**config.mk**
```make
export PLATFORM = sky130hd
export DESIGN_NAME = led_fault_test_and_broadcast_ctrl
export DESIGN_NICKNAME = d
export VERILOG_FILES = /design/src/verilog/led_ctrl_pkg.sv /design/src/verilog/led_fault_test_and_broadcast_ctrl.sv
export SDC_FILE = /design/constraint.sdc
export NUM_CORES = 1
export LEC_CHECK = 0
export BUFFER_PORTS_ARGS = -buffer_cell sky130_fd_sc_hd__buf_4
export CAP_MARGIN = 20
export CORE_ASPECT_RATIO = 0.6
export CORE_MARGIN = 5
export CORE_UTILIZATION = 57
export CTS_CLUSTER_SIZE = 25
export DETAILED_ROUTE_END_ITERATION = 10
export PLACE_DENSITY = 0.8
export SLEW_MARGIN = 20
export SYNTH_ARGS = -nofsm -noshare
export SYNTH_HDL_FRONTEND = slang
export SYNTH_SLANG_ARGS = --single-unit
```
**constraint.sdc**
```tcl
create_clock -name clk -period 15.64 [get_ports clk]
set_input_delay 0.782 -clock clk [delete_from_list [all_inputs] [get_ports clk]]
set_output_delay 0.782 -clock clk [all_outputs]
set_load 0.1 [all_outputs]
```
**src/verilog/led_ctrl_pkg.sv**
```systemverilog
// constants for the led fault test and broadcast control block
package led_ctrl_pkg;
    localparam int CHANNELS = 16;
    localparam logic [7:0] ADDR_CH_DUTY0 = 8'h08;
    localparam logic [7:0] ADDR_CH_GAIN0 = 8'h22;
    localparam logic [7:0] ADDR_DRIVE_MODE0 = 8'h02;
    localparam logic [7:0] ADDR_FIRST_MODE = 8'h00;
    localparam logic [7:0] ADDR_SECOND_MODE = 8'h01;
    localparam logic [7:0] ADDR_BCAST_ADDR = 8'h3E;
    localparam logic [7:0] ADDR_BCAST_DUTY = 8'h42;
    localparam logic [7:0] ADDR_BCAST_GAIN = 8'h43;
    localparam logic [7:0] ADDR_FLAGS_LOW = 8'h44;
    localparam logic [7:0] ADDR_FLAGS_HIGH = 8'h45;
    localparam int BIT_BCAST_ACK = 0;
    localparam int BIT_FAULT_TEST = 6;
    localparam int BIT_THERMAL = 7;
    localparam logic [7:0] FIRST_MODE_RESET = 8'h01;
    localparam logic [7:0] BCAST_ADDR_RESET = 8'hE0;
    localparam logic [1:0] DRIVE_OFF = 2'b00;
    localparam int CLK_MHZ = 20;
    localparam int TEST_TOTAL_NS = 52000;
    localparam int TEST_STEP_NS = 1250;
    localparam int STEP_CYCLES = TEST_STEP_NS * CLK_MHZ / 1000;
    localparam int TOTAL_CYCLES = TEST_TOTAL_NS * CLK_MHZ / 1000;
    localparam int PWM_PERIOD_NS = 32000;
    localparam int PWM_PERIOD_CYCLES = PWM_PERIOD_NS * CLK_MHZ / 1000;
endpackage : led_ctrl_pkg

```
**src/verilog/led_fault_test_and_broadcast_ctrl.sv**
```systemverilog
// register file, broadcast writes, fault test and thermal shutdown for the led driver
// Functional notes
// - broadcast address keeps seven upper bits; bit0 zero
// - broadcast address not acknowledged when enable zero
// - broadcast duty write loads all sixteen duties
// - single duty write overrides its channel only
// - broadcast gain write loads all sixteen gains
// - single gain write overrides its channel only
// - gain code drives output current linearly
// - writing one to test bit starts test
// - whole test finishes within 52 us
// - outputs off from start until access after finish
// - each tested channel driven 1.25 us at gain
// - only channels not in off mode tested
// - tested channel disturbed up to 32 us
// - sixteen result bits written to flag registers
// - test bit cleared when flags valid
// - low flags channels 0-7, high 8-15, read-only
// - opens present: flag opens only, else shorts
// - channels off when the test ends report zero
// - open detector sets enabled channel fault bit; flags are set only when a fault test ends
// - short detector sets bit, normal level clears; flags change only when a fault test ends
// - overtemperature disables outputs and sets bit 7
// - pwm only in drive modes 10 or 11
// - broadcast acknowledge enable resets to one
`timescale 1ns/1ps
module led_fault_test_and_broadcast_ctrl
    import led_ctrl_pkg::*;
(
    input wire logic clk,
    input wire logic rst,
    input wire logic reg_wr,
    input wire logic reg_rd,
    input wire logic [7:0] reg_addr,
    input wire logic [7:0] reg_wdata,
    output logic [7:0] reg_rdata,
    input wire logic [6:0] bus_addr,
    input wire logic bus_addr_valid,
    output logic broadcast_match,
    input wire logic [15:0] open_det,
    input wire logic [15:0] short_det,
    input wire logic thermal_shutdown_flag_det,
    output logic [15:0] chan_enable,
    output logic [15:0] chan_pwm_mode,
    output logic [15:0] chan_test_drive,
    output logic [127:0] chan_duty_bus,
    output logic [127:0] chan_gain_bus
);
    localparam int STEP_W = 6;
    localparam logic [STEP_W-1:0] STEP_LAST = STEP_W'(STEP_CYCLES - 1);

    initial begin
        if (CHANNELS != 16 || STEP_CYCLES * CHANNELS > TOTAL_CYCLES) begin
            $error("fault test timing or channel count unsupported");
        end
    end

    typedef enum logic [1:0] {IDLE, TESTING, HOLD_OFF} test_state_t;

    typedef struct packed {
        logic [127:0] duty;
        logic [127:0] gain;
        logic [31:0] drive_mode;
        logic [7:0] first_mode;
        logic [6:0] bcast_addr;
        logic test_busy;
        logic [15:0] flags;
        logic [15:0] open_acc;
        logic [15:0] short_acc;
        test_state_t st;
        logic [3:0] chan;
        logic [STEP_W-1:0] step;
        logic [1:0] ot_sync;
        logic [15:0] open_s1, open_s2, short_s1, short_s2;
        logic [7:0] rdata;
        logic match;
        logic [15:0] en;
        logic [15:0] pwm;
        logic [15:0] tdrv;
    } state_t;

    state_t s_r, s_nxt;
    logic [15:0] active_ch;
    logic thermal;

    always_comb begin
        for (int i = 0; i < CHANNELS; i++) begin
            active_ch[i] = s_r.drive_mode[2*i +: 2] != DRIVE_OFF;
        end
        thermal = s_r.ot_sync[1];
    end

    // next-state: register writes, test sequencing, status and outputs
    always_comb begin
        logic [3:0] idx;
        idx = 4'h0;
        s_nxt = s_r;
        // detector synchronisers; first stage is read only by the second
        s_nxt.ot_sync = {s_r.ot_sync[0], thermal_shutdown_flag_det};
        s_nxt.open_s1 = open_det;
        s_nxt.open_s2 = s_r.open_s1;
        s_nxt.short_s1 = short_det;
        s_nxt.short_s2 = s_r.short_s1;

        if (reg_wr) begin
            if (reg_addr >= ADDR_CH_DUTY0 && reg_addr < ADDR_CH_DUTY0 + 8'h10) begin
                idx = 4'(reg_addr - ADDR_CH_DUTY0);
                s_nxt.duty[8*idx +: 8] = reg_wdata;
            end
            if (reg_addr >= ADDR_CH_GAIN0 && reg_addr < ADDR_CH_GAIN0 + 8'h10) begin
                idx = 4'(reg_addr - ADDR_CH_GAIN0);
                s_nxt.gain[8*idx +: 8] = reg_wdata;
            end
            if (reg_addr >= ADDR_DRIVE_MODE0 && reg_addr < ADDR_DRIVE_MODE0 + 8'h04) begin
                idx = 4'(reg_addr - ADDR_DRIVE_MODE0);
                s_nxt.drive_mode[8*idx[1:0] +: 8] = reg_wdata;
            end
            case (reg_addr)
                ADDR_FIRST_MODE: s_nxt.first_mode = reg_wdata;
                ADDR_BCAST_ADDR: s_nxt.bcast_addr = reg_wdata[7:1];
                ADDR_BCAST_DUTY: s_nxt.duty = {CHANNELS{reg_wdata}};
                ADDR_BCAST_GAIN: s_nxt.gain = {CHANNELS{reg_wdata}};
                ADDR_SECOND_MODE: begin
                    // a start while busy is ignored; test already running
                    if (reg_wdata[BIT_FAULT_TEST] && s_r.st == IDLE) begin
                        s_nxt.test_busy = 1'b1;
                        s_nxt.st = TESTING;
                        s_nxt.chan = 4'h0;
                        s_nxt.step = '0;
                        s_nxt.open_acc = '0;
                        s_nxt.short_acc = '0;
                    end
                end
                default: ;
            endcase
        end

        // read mux; reserved and unmapped read zero
        s_nxt.rdata = 8'h00;
        if (reg_addr >= ADDR_CH_DUTY0 && reg_addr < ADDR_CH_DUTY0 + 8'h10) begin
            s_nxt.rdata = s_r.duty[8*(reg_addr - ADDR_CH_DUTY0) +: 8];
        end else if (reg_addr >= ADDR_CH_GAIN0 && reg_addr < ADDR_CH_GAIN0 + 8'h10) begin
            s_nxt.rdata = s_r.gain[8*(reg_addr - ADDR_CH_GAIN0) +: 8];
        end else if (reg_addr >= ADDR_DRIVE_MODE0 && reg_addr < ADDR_DRIVE_MODE0 + 8'h04) begin
            s_nxt.rdata = s_r.drive_mode[8*(reg_addr - ADDR_DRIVE_MODE0) +: 8];
        end else begin
            case (reg_addr)
                ADDR_FIRST_MODE: s_nxt.rdata = s_r.first_mode;
                ADDR_SECOND_MODE: s_nxt.rdata = {thermal, s_r.test_busy, 6'h00};
                ADDR_BCAST_ADDR: s_nxt.rdata = {s_r.bcast_addr, 1'b0};
                ADDR_FLAGS_LOW: s_nxt.rdata = s_r.flags[7:0];
                ADDR_FLAGS_HIGH: s_nxt.rdata = s_r.flags[15:8];
                default: s_nxt.rdata = 8'h00;
            endcase
        end

        // fault test: one 1.25 us slot per channel, 16 slots = 20 us < 52 us
        case (s_r.st)
            IDLE: ;
            TESTING: begin
                if (s_r.step == STEP_LAST) begin
                    s_nxt.step = '0;
                    if (active_ch[s_r.chan]) begin
                        s_nxt.open_acc[s_r.chan] = s_r.open_s2[s_r.chan];
                        s_nxt.short_acc[s_r.chan] = s_r.short_s2[s_r.chan];
                    end
                    if (s_r.chan == 4'hF) begin
                        s_nxt.st = HOLD_OFF;
                        s_nxt.test_busy = 1'b0;
                        // opens take precedence over shorts
                        if (s_nxt.open_acc != 16'h0000) begin
                            s_nxt.flags = s_nxt.open_acc & active_ch;
                        end else begin
                            s_nxt.flags = s_nxt.short_acc & active_ch;
                        end
                    end else begin
                        s_nxt.chan = s_r.chan + 4'h1;
                    end
                end else begin
                    s_nxt.step = s_r.step + STEP_W'(1);
                end
            end
            HOLD_OFF: begin
                // outputs stay off until the next register access
                if (reg_wr || reg_rd) begin
                    s_nxt.st = IDLE;
                end
            end
            default: s_nxt.st = IDLE;
        endcase

        // broadcast address acknowledge
        s_nxt.match = bus_addr_valid && s_r.first_mode[BIT_BCAST_ACK]
                      && bus_addr == s_r.bcast_addr;

        // output enables; gain code passes straight to the linear current dac
        for (int i = 0; i < CHANNELS; i++) begin
            s_nxt.en[i] = active_ch[i] && s_r.st == IDLE && !thermal;
            s_nxt.pwm[i] = s_r.drive_mode[2*i + 1];
            s_nxt.tdrv[i] = s_r.st == TESTING && s_r.chan == 4'(i)
                            && active_ch[i] && !thermal;
        end
    end

    // state register; prior output state returns once thermal clears
    always_ff @(posedge clk or posedge rst) begin
        if (rst) begin
            s_r <= '0;
            s_r.first_mode <= FIRST_MODE_RESET;
            s_r.bcast_addr <= BCAST_ADDR_RESET[7:1];
            s_r.st <= IDLE;
        end else begin
            s_r <= s_nxt;
        end
    end

    assign reg_rdata = s_r.rdata;
    assign broadcast_match = s_r.match;
    assign chan_enable = s_r.en;
    assign chan_pwm_mode = s_r.pwm;
    assign chan_test_drive = s_r.tdrv;
    assign chan_duty_bus = s_r.duty;
    assign chan_gain_bus = s_r.gain;

    // test bit drops within the 52 us bound
    int unsigned busy_cnt;
    always_ff @(posedge clk or posedge rst) begin
        if (rst) begin
            busy_cnt <= 0;
        end else begin
            busy_cnt <= s_r.test_busy ? busy_cnt + 1 : 0;
        end
    end

    property p_test_time;
        @(posedge clk) disable iff (rst) busy_cnt <= TOTAL_CYCLES;
    endproperty
    a_test_time: assert property (p_test_time) else $error("fault test too long");

    property p_start;
        @(posedge clk) disable iff (rst)
        (reg_wr && reg_addr == ADDR_SECOND_MODE && reg_wdata[BIT_FAULT_TEST]
         && s_r.st == IDLE) |=> s_r.test_busy ##1 (chan_enable == 16'h0000);
    endproperty
    a_start: assert property (p_start) else $error("test did not start");

    property p_off_during;
        @(posedge clk) disable iff (rst) (s_r.st != IDLE) |=> chan_enable == 16'h0000;
    endproperty
    a_off_during: assert property (p_off_during) else $error("output on in test");

    property p_bduty;
        @(posedge clk) disable iff (rst)
        (reg_wr && reg_addr == ADDR_BCAST_DUTY) |=> chan_duty_bus == {16{$past(reg_wdata)}};
    endproperty
    a_bduty: assert property (p_bduty) else $error("broadcast duty lost");

    property p_bgain;
        @(posedge clk) disable iff (rst)
        (reg_wr && reg_addr == ADDR_BCAST_GAIN) |=> chan_gain_bus == {16{$past(reg_wdata)}};
    endproperty
    a_bgain: assert property (p_bgain) else $error("broadcast gain lost");

    property p_unused_zero;
        @(posedge clk) disable iff (rst)
        $fell(s_r.test_busy) |-> (s_r.flags & ~active_ch) == 16'h0000;
    endproperty
    a_unused_zero: assert property (p_unused_zero) else $error("unused flagged");

    property p_thermal;
        @(posedge clk) disable iff (rst) thermal |=> chan_enable == 16'h0000;
    endproperty
    a_thermal: assert property (p_thermal) else $error("output on when hot");

    property p_ack_off;
        @(posedge clk) disable iff (rst)
        !s_r.first_mode[BIT_BCAST_ACK] |=> !broadcast_match;
    endproperty
    a_ack_off: assert property (p_ack_off) else $error("acked while disabled");

    property p_addr_lsb;
        @(posedge clk) disable iff (rst)
        (reg_addr == ADDR_BCAST_ADDR) |=> reg_rdata[0] == 1'b0;
    endproperty
    a_addr_lsb: assert property (p_addr_lsb) else $error("address lsb set");

    // single duty write lands on its own channel, neighbour untouched
    property p_single_duty;
        @(posedge clk) disable iff (rst)
        (reg_wr && reg_addr == ADDR_CH_DUTY0 + 8'h05) |=>
            chan_duty_bus[47:40] == $past(reg_wdata)
            && chan_duty_bus[39:32] == $past(chan_duty_bus[39:32]);
    endproperty
    a_single_duty: assert property (p_single_duty) else $error("duty write lost");

    // test drive only ever comes from the test slot logic
    property p_idle_no_drive;
        @(posedge clk) disable iff (rst) (s_r.st != TESTING) |=> chan_test_drive == 16'h0000;
    endproperty
    a_idle_no_drive: assert property (p_idle_no_drive) else $error("drive outside test");

    // host writes to the flag registers must not disturb them
    property p_flags_ro;
        @(posedge clk) disable iff (rst)
        (reg_wr && (reg_addr == ADDR_FLAGS_LOW || reg_addr == ADDR_FLAGS_HIGH)
         && s_r.st == IDLE) |=> $stable(s_r.flags);
    endproperty
    a_flags_ro: assert property (p_flags_ro) else $error("flags written by host");
endmodule : led_fault_test_and_broadcast_ctrl

```
Yosys cells after proc, flatten, opt, wreduce, memory -nomap -nowiden
Index checks and enable logic that the tools add are counted.
{ "word_totals": {"reg_bits": 487, "in_bits": 61, "output_inout_bits": 313} }
{ "classes": {"addsub": 11, "n_lt_le_gt_ge": 8, "n_eq_ne": 25, "shifts": 9, "muxes": 40, "n_bitwise": 2, "reduce_logical": 121} }
{ "ops": {"columns": ["cell", "count"], "rows": [
  ["2-to-1 mux 128 bit", 4],
  ["bitwise mux 128 bit", 2],
  ["variable shift 8 x 34 -> 128 bit (first input constant)", 2],
  ["variable part select 128 x 33 -> 8 bit", 2],
  ["variable part select 8 x 34 -> 128 bit", 2],
  ["2-to-1 mux 44 bit", 3],
  ["2-to-1 mux 32 bit", 3],
  ["logical AND 1 bit", 87],
  ["negator 7 -> 34 bit", 2],
  ["2-to-1 mux 55 bit", 1],
  ["2-to-1 mux 49 bit", 1],
  ["nonzero test 2 bit", 21],
  ["case mux 8 bit (5 select lines)", 1],
  ["negator 5 -> 34 bit", 1],
  ["variable shift 8 x 34 -> 32 bit (first input constant)", 1],
  ["variable part select 8 x 34 -> 32 bit", 1],
  ["variable part select 32 x 33 -> 8 bit", 1],
  ["bitwise AND 16 bit", 2],
  ["bitwise mux 16 bit", 2],
  ["bitwise mux 32 bit", 1],
  ["equality test 4 bit (second input constant)", 8],
  ["equality test 8 x 7 -> 1 bit (second input constant)", 4],
  ["2-to-1 mux 8 bit", 3],
  ["2-to-1 mux 17 bit", 1],
  ["other kinds (42)", 60]
]} }

Depth between registers and ports, before layout
Gate-level depths: netlist of the first run.
{ "depth": {"ltp_word": 14, "depth_mapped": 13, "ltp_nobuf": 11} }

Worst setup path after synthesis of the first run
No wires, ideal clock.
{ "synth_path": {"path_kind": "input-to-reg", "startpoint": "in reg_addr[0]", "endpoint": "reg s_r (netlist bit chan_duty_bus[100])", "setup_ns": 0.125, "t_arrival_ns": 3.576, "t_required_ns": 15.515, "slack_ns": 11.940, "stages": 10, "path_buffers": 4, "path_cell_list": "buf_2 buf_2 buf_2 buf_2 nor2_1 ha_1 nand2b_1 or4_1 a21oi_2 mux2_2"} }
{ "synth_via": {"elab_chain_len": 6, "elab_cells_between_ends": 13} }
{ "synth_lines": {"columns": ["element", "line_no", "rtl"], "rows": [
  ["from (decl)", "led_fault_test_and_broadcast_ctrl.sv:34", "input wire logic [7:0] reg_addr,"],
  ["subtractor 4 bit", "led_fault_test_and_broadcast_ctrl.sv:107", "idx = 4'(reg_addr - ADDR_CH_DUTY0);"],
  ["negator 7 -> 34 bit", "led_fault_test_and_broadcast_ctrl.sv:108", "s_nxt.duty[8*idx +: 8] = reg_wdata;"],
  ["variable part select 8 x 34 -> 128 bit or variable shift 8 x 34 -> 128 bit (tied branches)", "led_fault_test_and_broadcast_ctrl.sv:108", null],
  ["bitwise mux 128 bit", "led_fault_test_and_broadcast_ctrl.sv:108", null],
  ["2-to-1 mux 128 bit", "led_fault_test_and_broadcast_ctrl.sv:106", "if (reg_addr >= ADDR_CH_DUTY0 && reg_addr < ADDR_CH_DUTY0 + 8'h10) begin"],
  ["2-to-1 mux 128 bit", "led_fault_test_and_broadcast_ctrl.sv:118", "case (reg_addr)"],
  ["to (signal assigned)", "led_fault_test_and_broadcast_ctrl.sv:213", "s_r <= s_nxt;"],
  ["to (decl)", "led_fault_test_and_broadcast_ctrl.sv:82", "state_t s_r, s_nxt;"]
]} }
Several ways; a longest one is shown, not always the timed one. The select of a mux whose other input is x is not followed.
A chain may end at the register's enable or synchronous reset.

Final worst setup path of the first run
{ "layout_path": {"startpoint": "in reg_addr[0]", "endpoint": "reg s_r[173] in the netlist's numbering"} }
{ "layout_via": {"elab_chain_len": 9, "elab_cells_between_ends": 12} }
{ "layout_lines": {"columns": ["element", "line_no", "rtl"], "rows": [
  ["equality test 8 x 1 -> 1 bit *", "led_fault_test_and_broadcast_ctrl.sv:118", null],
  ["2-to-1 mux 44 bit *", "led_fault_test_and_broadcast_ctrl.sv:118", null],
  ["2-to-1 mux 44 bit *", "led_fault_test_and_broadcast_ctrl.sv:105", "if (reg_wr) begin"],
  ["bitwise mux 16 bit, on equally long branches", "led_fault_test_and_broadcast_ctrl.sv:164, led_fault_test_and_broadcast_ctrl.sv:165", null],
  ["2-to-1 mux 32 bit *", "led_fault_test_and_broadcast_ctrl.sv:163", "if (active_ch[s_r.chan]) begin"],
  ["2-to-1 mux 32 bit *", "led_fault_test_and_broadcast_ctrl.sv:161", "if (s_r.step == STEP_LAST) begin"],
  ["2-to-1 mux 32 bit *", "led_fault_test_and_broadcast_ctrl.sv:158", "case (s_r.st)"],
  ["nonzero test 16 bit (tied with other cells)", "led_fault_test_and_broadcast_ctrl.sv:171", "if (s_nxt.open_acc != 16'h0000) begin"],
  ["2-to-1 mux 16 bit *", "led_fault_test_and_broadcast_ctrl.sv:171", null]
]} }
Mark *: on every way between the ends. The rest lies on a longest branch, timed or not. The select of a mux whose other input is x is not followed.

==> summary.txt, run 1 <==
Run status
  – Run status: finished clean

Pwr
  – Sequential share of power: 0.464
  – Pleak: 12.4 nW
  – Comb pwr share: 0.138
  – Sw Share: 0.289
  – Pwr per Cell Area: about 110 nW/um^2
  – Internal power: 2.05 mW
  – Psw: 0.833 mW
  – Clock power share: 0.397
  – Max VDD drop: 0.0819 mV

Place
  – Cells after DPL: around 2900
  – DP HPWL: 53800 um
  – DP Area: 25500 um^2
  – Post-Place Setup Slack: 11010 ps
  – Port Buffers: 373
  – Placer congestion estimate: 0.981

Critical path
  – Crit path launch type: input port
  – Crit path DAT: 4490 ps
  – Worst Path Required: 16080 ps
  – Classification of the worst setup path: in -> reg
  – CP max FO: 57
  – Reg2Reg Depth: 7
  – Worst Setup End Kind: flop
  – R2r setup slk: roughly 12000 ps

Timing
  – Clk_skew: roughly 20 ps
  – Final Critical Period: around 4000 ps
  – Rel. slew slack: 0.254
  – Max Clock Freq: 247 MHz
  – Period utilization: 0.259
  – Fin. Hold Viols: 0
  – Fin worst setup slack: 11590 ps
  – Final setup fails: 0
  – Worst-Margin Slew: approximately 1100 ps
  – Setup tns final: 0 ps
  – RSZ-0062 raised after global routing: no
  – Max-slew violations: 0

Yosys
  – Post-synth EDFFs: 0
  – Synth top area share: 0.488
  – FFs w/ async S/R, synth: 1.00
  – Cell Area, Synth: 24800 um^2
  – Seq/Total Area, Yosys: 0.492
  – Synth area leader: dfrtp_1
  – Synth Net Count: 2429
  – Syn avg cell area: 10.5 um^2
  – Synth top area cells: dfrtp_1 (49%), buf_4 (9.5%), mux4_2 (8.7%), nand2_1 (6.0%), o21ai_0 (4.8%)
  – Netlist cell types: 69
  – Ys flop type: dfrtp_1
  – YS warnings: 0
  – Synth Register Bits: 487
  – Mapped Cells: 2348

Floorplan
  – Initial Util: 0.574
  – Core Footprint: 43100 um^2
  – Rows: 59
  – Full die area: 47800 um^2
  – Die Wd: 279 um
  – Die Ht: ~170 um
  – Num ports: approximately 370

Cells and area
  – Synth-to-Final Area Change: 9.71%
  – Commonest non-fill, non-tap cells in the layout: dfrtp_1 (483), nand2_1 (397), buf_4 (389), o21ai_0 (234), mux4_2 (96)
  – Commonest non-fill, non-tap cell in the layout: dfrtp_1
  – Multi-input gate area: 9540 um^2
  – Layout cells sized above 1: 0.287
  – Register Area: approximately 12000 um^2
  – Cell Count, Final, Fillers Out: 2965
  – Finished Cell Area: approximately 27000 um^2
  – NumNets Final: between 2000 and 2500
  – Fillers: about 3400

Clocking
  – CTS clk-pin slew, worst paths: 60 ps
  – Post-CTS Setup Bufs: 0
  – Hold Buf Count CTS: 0
  – CTS tree: built
  – Maximum clock insertion buffer count: 3
  – Post-CTS Resized: 0
  – Clock sink count: 487
  – TritonCTS buffer count: 46
  – Skew-Pair Late Insertion Delay: 570 ps
  – Root buffer cell: clkbuf_16
  – H-Tree Depth: 2

Drt
  – Drt total wl: around 75000 um
  – WL met3: 9310 um
  – Wirelength per Cell: 25.3 um
  – Drt first-iter violations: 2422
  – # DRC: 0
  – Uppermost layer routed: met5
  – Met2 WL: ~33000 um
  – First-pass DRT Iterations: 6
  – Via density: 6.27
  – Wl on met1: 29900 um
  – ANT nets after route: 0
  – Routed vias: 18585

Worst hold path
  – Hold Crit Class: in -> reg
  – Hold depth: 1

Flow run
  – Max Cap Violations: 0

Global routing
  – Antenna violations before repair: 10
  – Largest net degree at the start of global routing: 198
  – First-pass GRT wire length: roughly 110000 um
  – Vias in the first global route: about 18000
  – GR Util All Layers: 0.305
  – Grt total ovfl: 0
synthesized netlist by cell type (7+ instances only):
master,count
clkbuf_1,107
nor3_1,29
ha_1,20
and3_1,8
mux4_2,96
nor2b_1,15
buf_4,313
o21ai_1,19
and2_1,19
nand2_1,397
o22ai_1,10
o21ai_0,235
a221oi_1,8
buf_2,21
nand2b_1,24
a22o_1,35
or2_2,16
nor2_1,77
a21oi_1,39
xnor2_1,7
o31ai_1,28
mux2_2,86
a22oi_1,20
inv_1,39
dfrtp_1,483
mux2i_1,23
nand3_1,64
worst max-delay path, stage by stage:
cell,delay [ps]
buf_4,570
ha_1,620
nor3b_1,510
nand3_1,140
buf_4,330
and2_1,260
mux2i_1,270
and4_1,340
nand3_1,220
o41ai_1,410
registers in the layout (all words and copies together), names as in the netlist:
name	count
chan_pwm_mode	16
chan_test_drive	16
broadcast_match	1
reg_rdata	8
chan_enable	16
chan_duty_bus	128
chan_gain_bus	128
s_r	125
s_nxt	49
cell families after synthesis:
logic type / after synthesis / synth area share
buf+inv: 490 / 0.123
xor+xnor: 10 / 0.00354
simple gates: 685 / 0.123
fa+ha+maj: 20 / 0.0101
compound gates: 449 / 0.110
mux: 207 / 0.138
flops: 487 / 0.492
worst paths after layout:
path | start | to
setup / recovery | reg_addr[0] | s_r[173]
min in group asynchronous | rst | chan_pwm_mode[15]
hold reg to reg | s_nxt[89] | s_r[89]
setup reg to reg | s_r[129] | s_r[173]
max in group asynchronous | rst | chan_gain_bus[17]
hold / removal | open_det[11] | s_nxt[100]
power groups by stage:
stage	registers (mW)	logic (mW)	clock network, mW
after CTS	1.34	0.395	1.15
after global placement	1.36	0.388	0
after detailed placement	1.36	0.394	0
final	1.34	0.398	1.15
after floorplan	1.34	0.324	0
after global routing	1.34	0.418	1.21
per-stage QoR:
stage	hold slack, ps	power, mW	util
global placement	334	1.75	0.592
floorplan	331	1.67	-
detailed placement	335	1.75	0.592
finish	324	2.88	0.630
CTS	307	2.88	0.628
global route	307	2.97	0.630
cell type report:
type | count | area share
Antenna cell | 8 | 0.000737
Clock buffer | 69 | 0.0497
Clock inverter | 16 | 0.00668
Inverter | 42 | 0.00626
Multi-Input combinational cell | 1371 | 0.351
Sequential cell | 487 | 0.449
Tap cell | 579 | 0.0267
Timing Repair Buffer | 393 | 0.110
per-layer routing:
metal,vias to the layer above,track usage
met3,189,0.0901
met4,4,0.0894
met2,1289,0.459
met5,-,0
met1,9230,0.438
li1,7873,-
Power figures use the tool's default switching activity.
==> run 2, diff against run 1 <==
- CORE_UTILIZATION: 57 -> 52
- PLACE_DENSITY: 0.8 -> 0.77
- clock period: 15.64 -> 3.5 ns (I/O delays scaled with it)
==> summary.txt, run 2 (synthesis gave the netlist of run 1 again) <==
Floorplan
  – Full die area: 52200 um^2
  – Rows: 61
  – Die Wd: 292 um
  – Core Footprint: 46700 um^2
  – Die Ht: approximately 180 um
  – Initial Util: 0.530
  – Num ports: 374

Cells and area
  – Commonest non-fill, non-tap cell in the layout: dfrtp_1
  – Layout cells sized above 1: 0.294
  – Multi-input gate area: 9530 um^2
  – Register Area: 12200 um^2
  – Commonest non-fill, non-tap cells in the layout: dfrtp_1 (483), buf_4 (426), nand2_1 (397), o21ai_0 (235), mux4_2 (96)
  – NumNets Final: 2498
  – Fin util: 0.599
  – Cell Count, Final, Fillers Out: 3089
  – Synth-to-Final Area Change: 13.0%
  – Fillers: 3757

Flow run
  – Max Cap Violations: 0

Global routing
  – Vias in the first global route: 18834
  – First-pass GRT wire length: 119000 um
  – Antenna violations before repair: 9
  – Grt total ovfl: 0
  – Largest net degree at the start of global routing: 162
  – GR Util All Layers: 0.294

Timing
  – Max-slew violations: 0
  – Clk_skew: roughly 19 ps
  – Final setup fails: 0
  – Final Critical Period: around 3200 ps
  – Rel. slew slack: 0.358
  – Fin. Hold Viols: 0
  – Max Clock Freq: 310 MHz
  – RSZ-0062 raised after global routing: no
  – Period utilization: 0.922
  – Fin worst setup slack: 272 ps
  – Worst-Margin Slew: 964 ps
  – Hold_ws: 42.8 ps

Clocking
  – CTS tree: built
  – Skew-Pair Late Insertion Delay: around 570 ps
  – Root buffer cell: clkbuf_16
  – Clock sink count: about 490
  – H-Tree Depth: 2
  – Post-CTS Setup Bufs: 0
  – CTS clk-pin slew, worst paths: around 60 ps
  – Maximum clock insertion buffer count: 3
  – TritonCTS buffer count: 45

Drt
  – ANT nets after route: 0
  – Wirelength per Cell: ~25 um
  – Routed vias: 18960
  – Drt total wl: 78300 um
  – First-pass DRT Iterations: 8
  – Drt first-iter violations: 2275
  – Via density: around 6.1
  – # DRC: 0

Place
  – Port Buffers: 373
  – Placer congestion estimate: 0.973
  – Post-Place Setup Slack: between 300 and 400 ps
  – Cells after DPL: 2961
  – DP HPWL: 56700 um

Critical path
  – CP startpoint: s_r[130]
  – Worst r2r src: s_r[130]
  – Crit path launch type: flop
  – CP max FO: 16
  – Worst Path Required: between 3000 and 4000 ps
  – Worst Setup End Kind: flop
  – Reg2reg end: s_r[179]
  – Classification of the worst setup path: reg -> reg
  – R2r setup slk: 270 ps
  – Reg2Reg Depth: 7
  – Crit path DAT: 3670 ps
  – CP endpoint: s_r[179]

Pwr
  – Pwr per Cell Area: roughly 470 nW/um^2
  – Design Power: 13.2 mW
  – Pleak: 12.8 nW
  – Max VDD drop: 0.310 mV

Run status
  – Run status: finished clean

Worst hold path
  – Hold Crit Class: in -> reg
[run 2: worst min-delay path by stage]
stage | end | startpoint | cells after the start | slack (ps)
finish | s_r[134] | reg_wr | 4 | 40
global route | s_r[134] | reg_wr | 4 | 70
CTS | s_r[134] | reg_wr | 4 | 10
detailed placement | chan_gain_bus[106] | rst | 2 | 140
global placement | chan_gain_bus[106] | rst | 2 | 140
floorplan | s_nxt[100] | open_det[11] | 0 | 210
[run 2: layout make-up]
class,count,share of cell area
flip-flops and latches,487,0.436
multi-input cells,1371,0.341
repair buffers,470,0.132
clock buffers,67,0.0494
well taps,630,0.0282
clock inverters,14,0.00765
inverters,42,0.00577
diodes,8,0.000716
[run 2: what timing repair did]
item	in CTS	in global routing
gates resized for setup	0	0
endpoints found under the hold margin	143	0
endpoints found under the setup margin	0	0
hold buffers	38	0
[run 2: routing by layer]
metal / GRT usage / up-vias / wire length (um) / share of wire
li1: - / 8008 / - / -
met1: 0.428 / 9606 / 32100 / 0.41
met2: 0.437 / 1190 / 34700 / 0.44
met3: 0.0787 / 156 / 9230 / 0.12
met4: 0.0914 / 0 / 2330 / 0.030
met5: 0 / - / 0 / 0
[run 2: metrics by stage]
step	setup TNS, ps	cell area (um^2)
global route	0	28000
finish	0	28000
CTS	0	27900
global placement	0	26000
floorplan	-1587270	24800
detailed placement	0	26000
[run 2: where the power goes]
group          internal, mW  switching, mW  total, mW
registers              5.80          0.169       5.97
logic                 0.499           1.35       1.85
clock network          3.11           2.22       5.33
total                  9.41           3.75       13.2
[run 2: worst max-delay path: stages, from the launching register on]
cell,delay [ps]
dfrtp_1,800
nor2b_1,170
a221oi_1,490
and3_1,300
mux2i_1,360
and4_1,330
nand3_1,240
o41ai_1,410
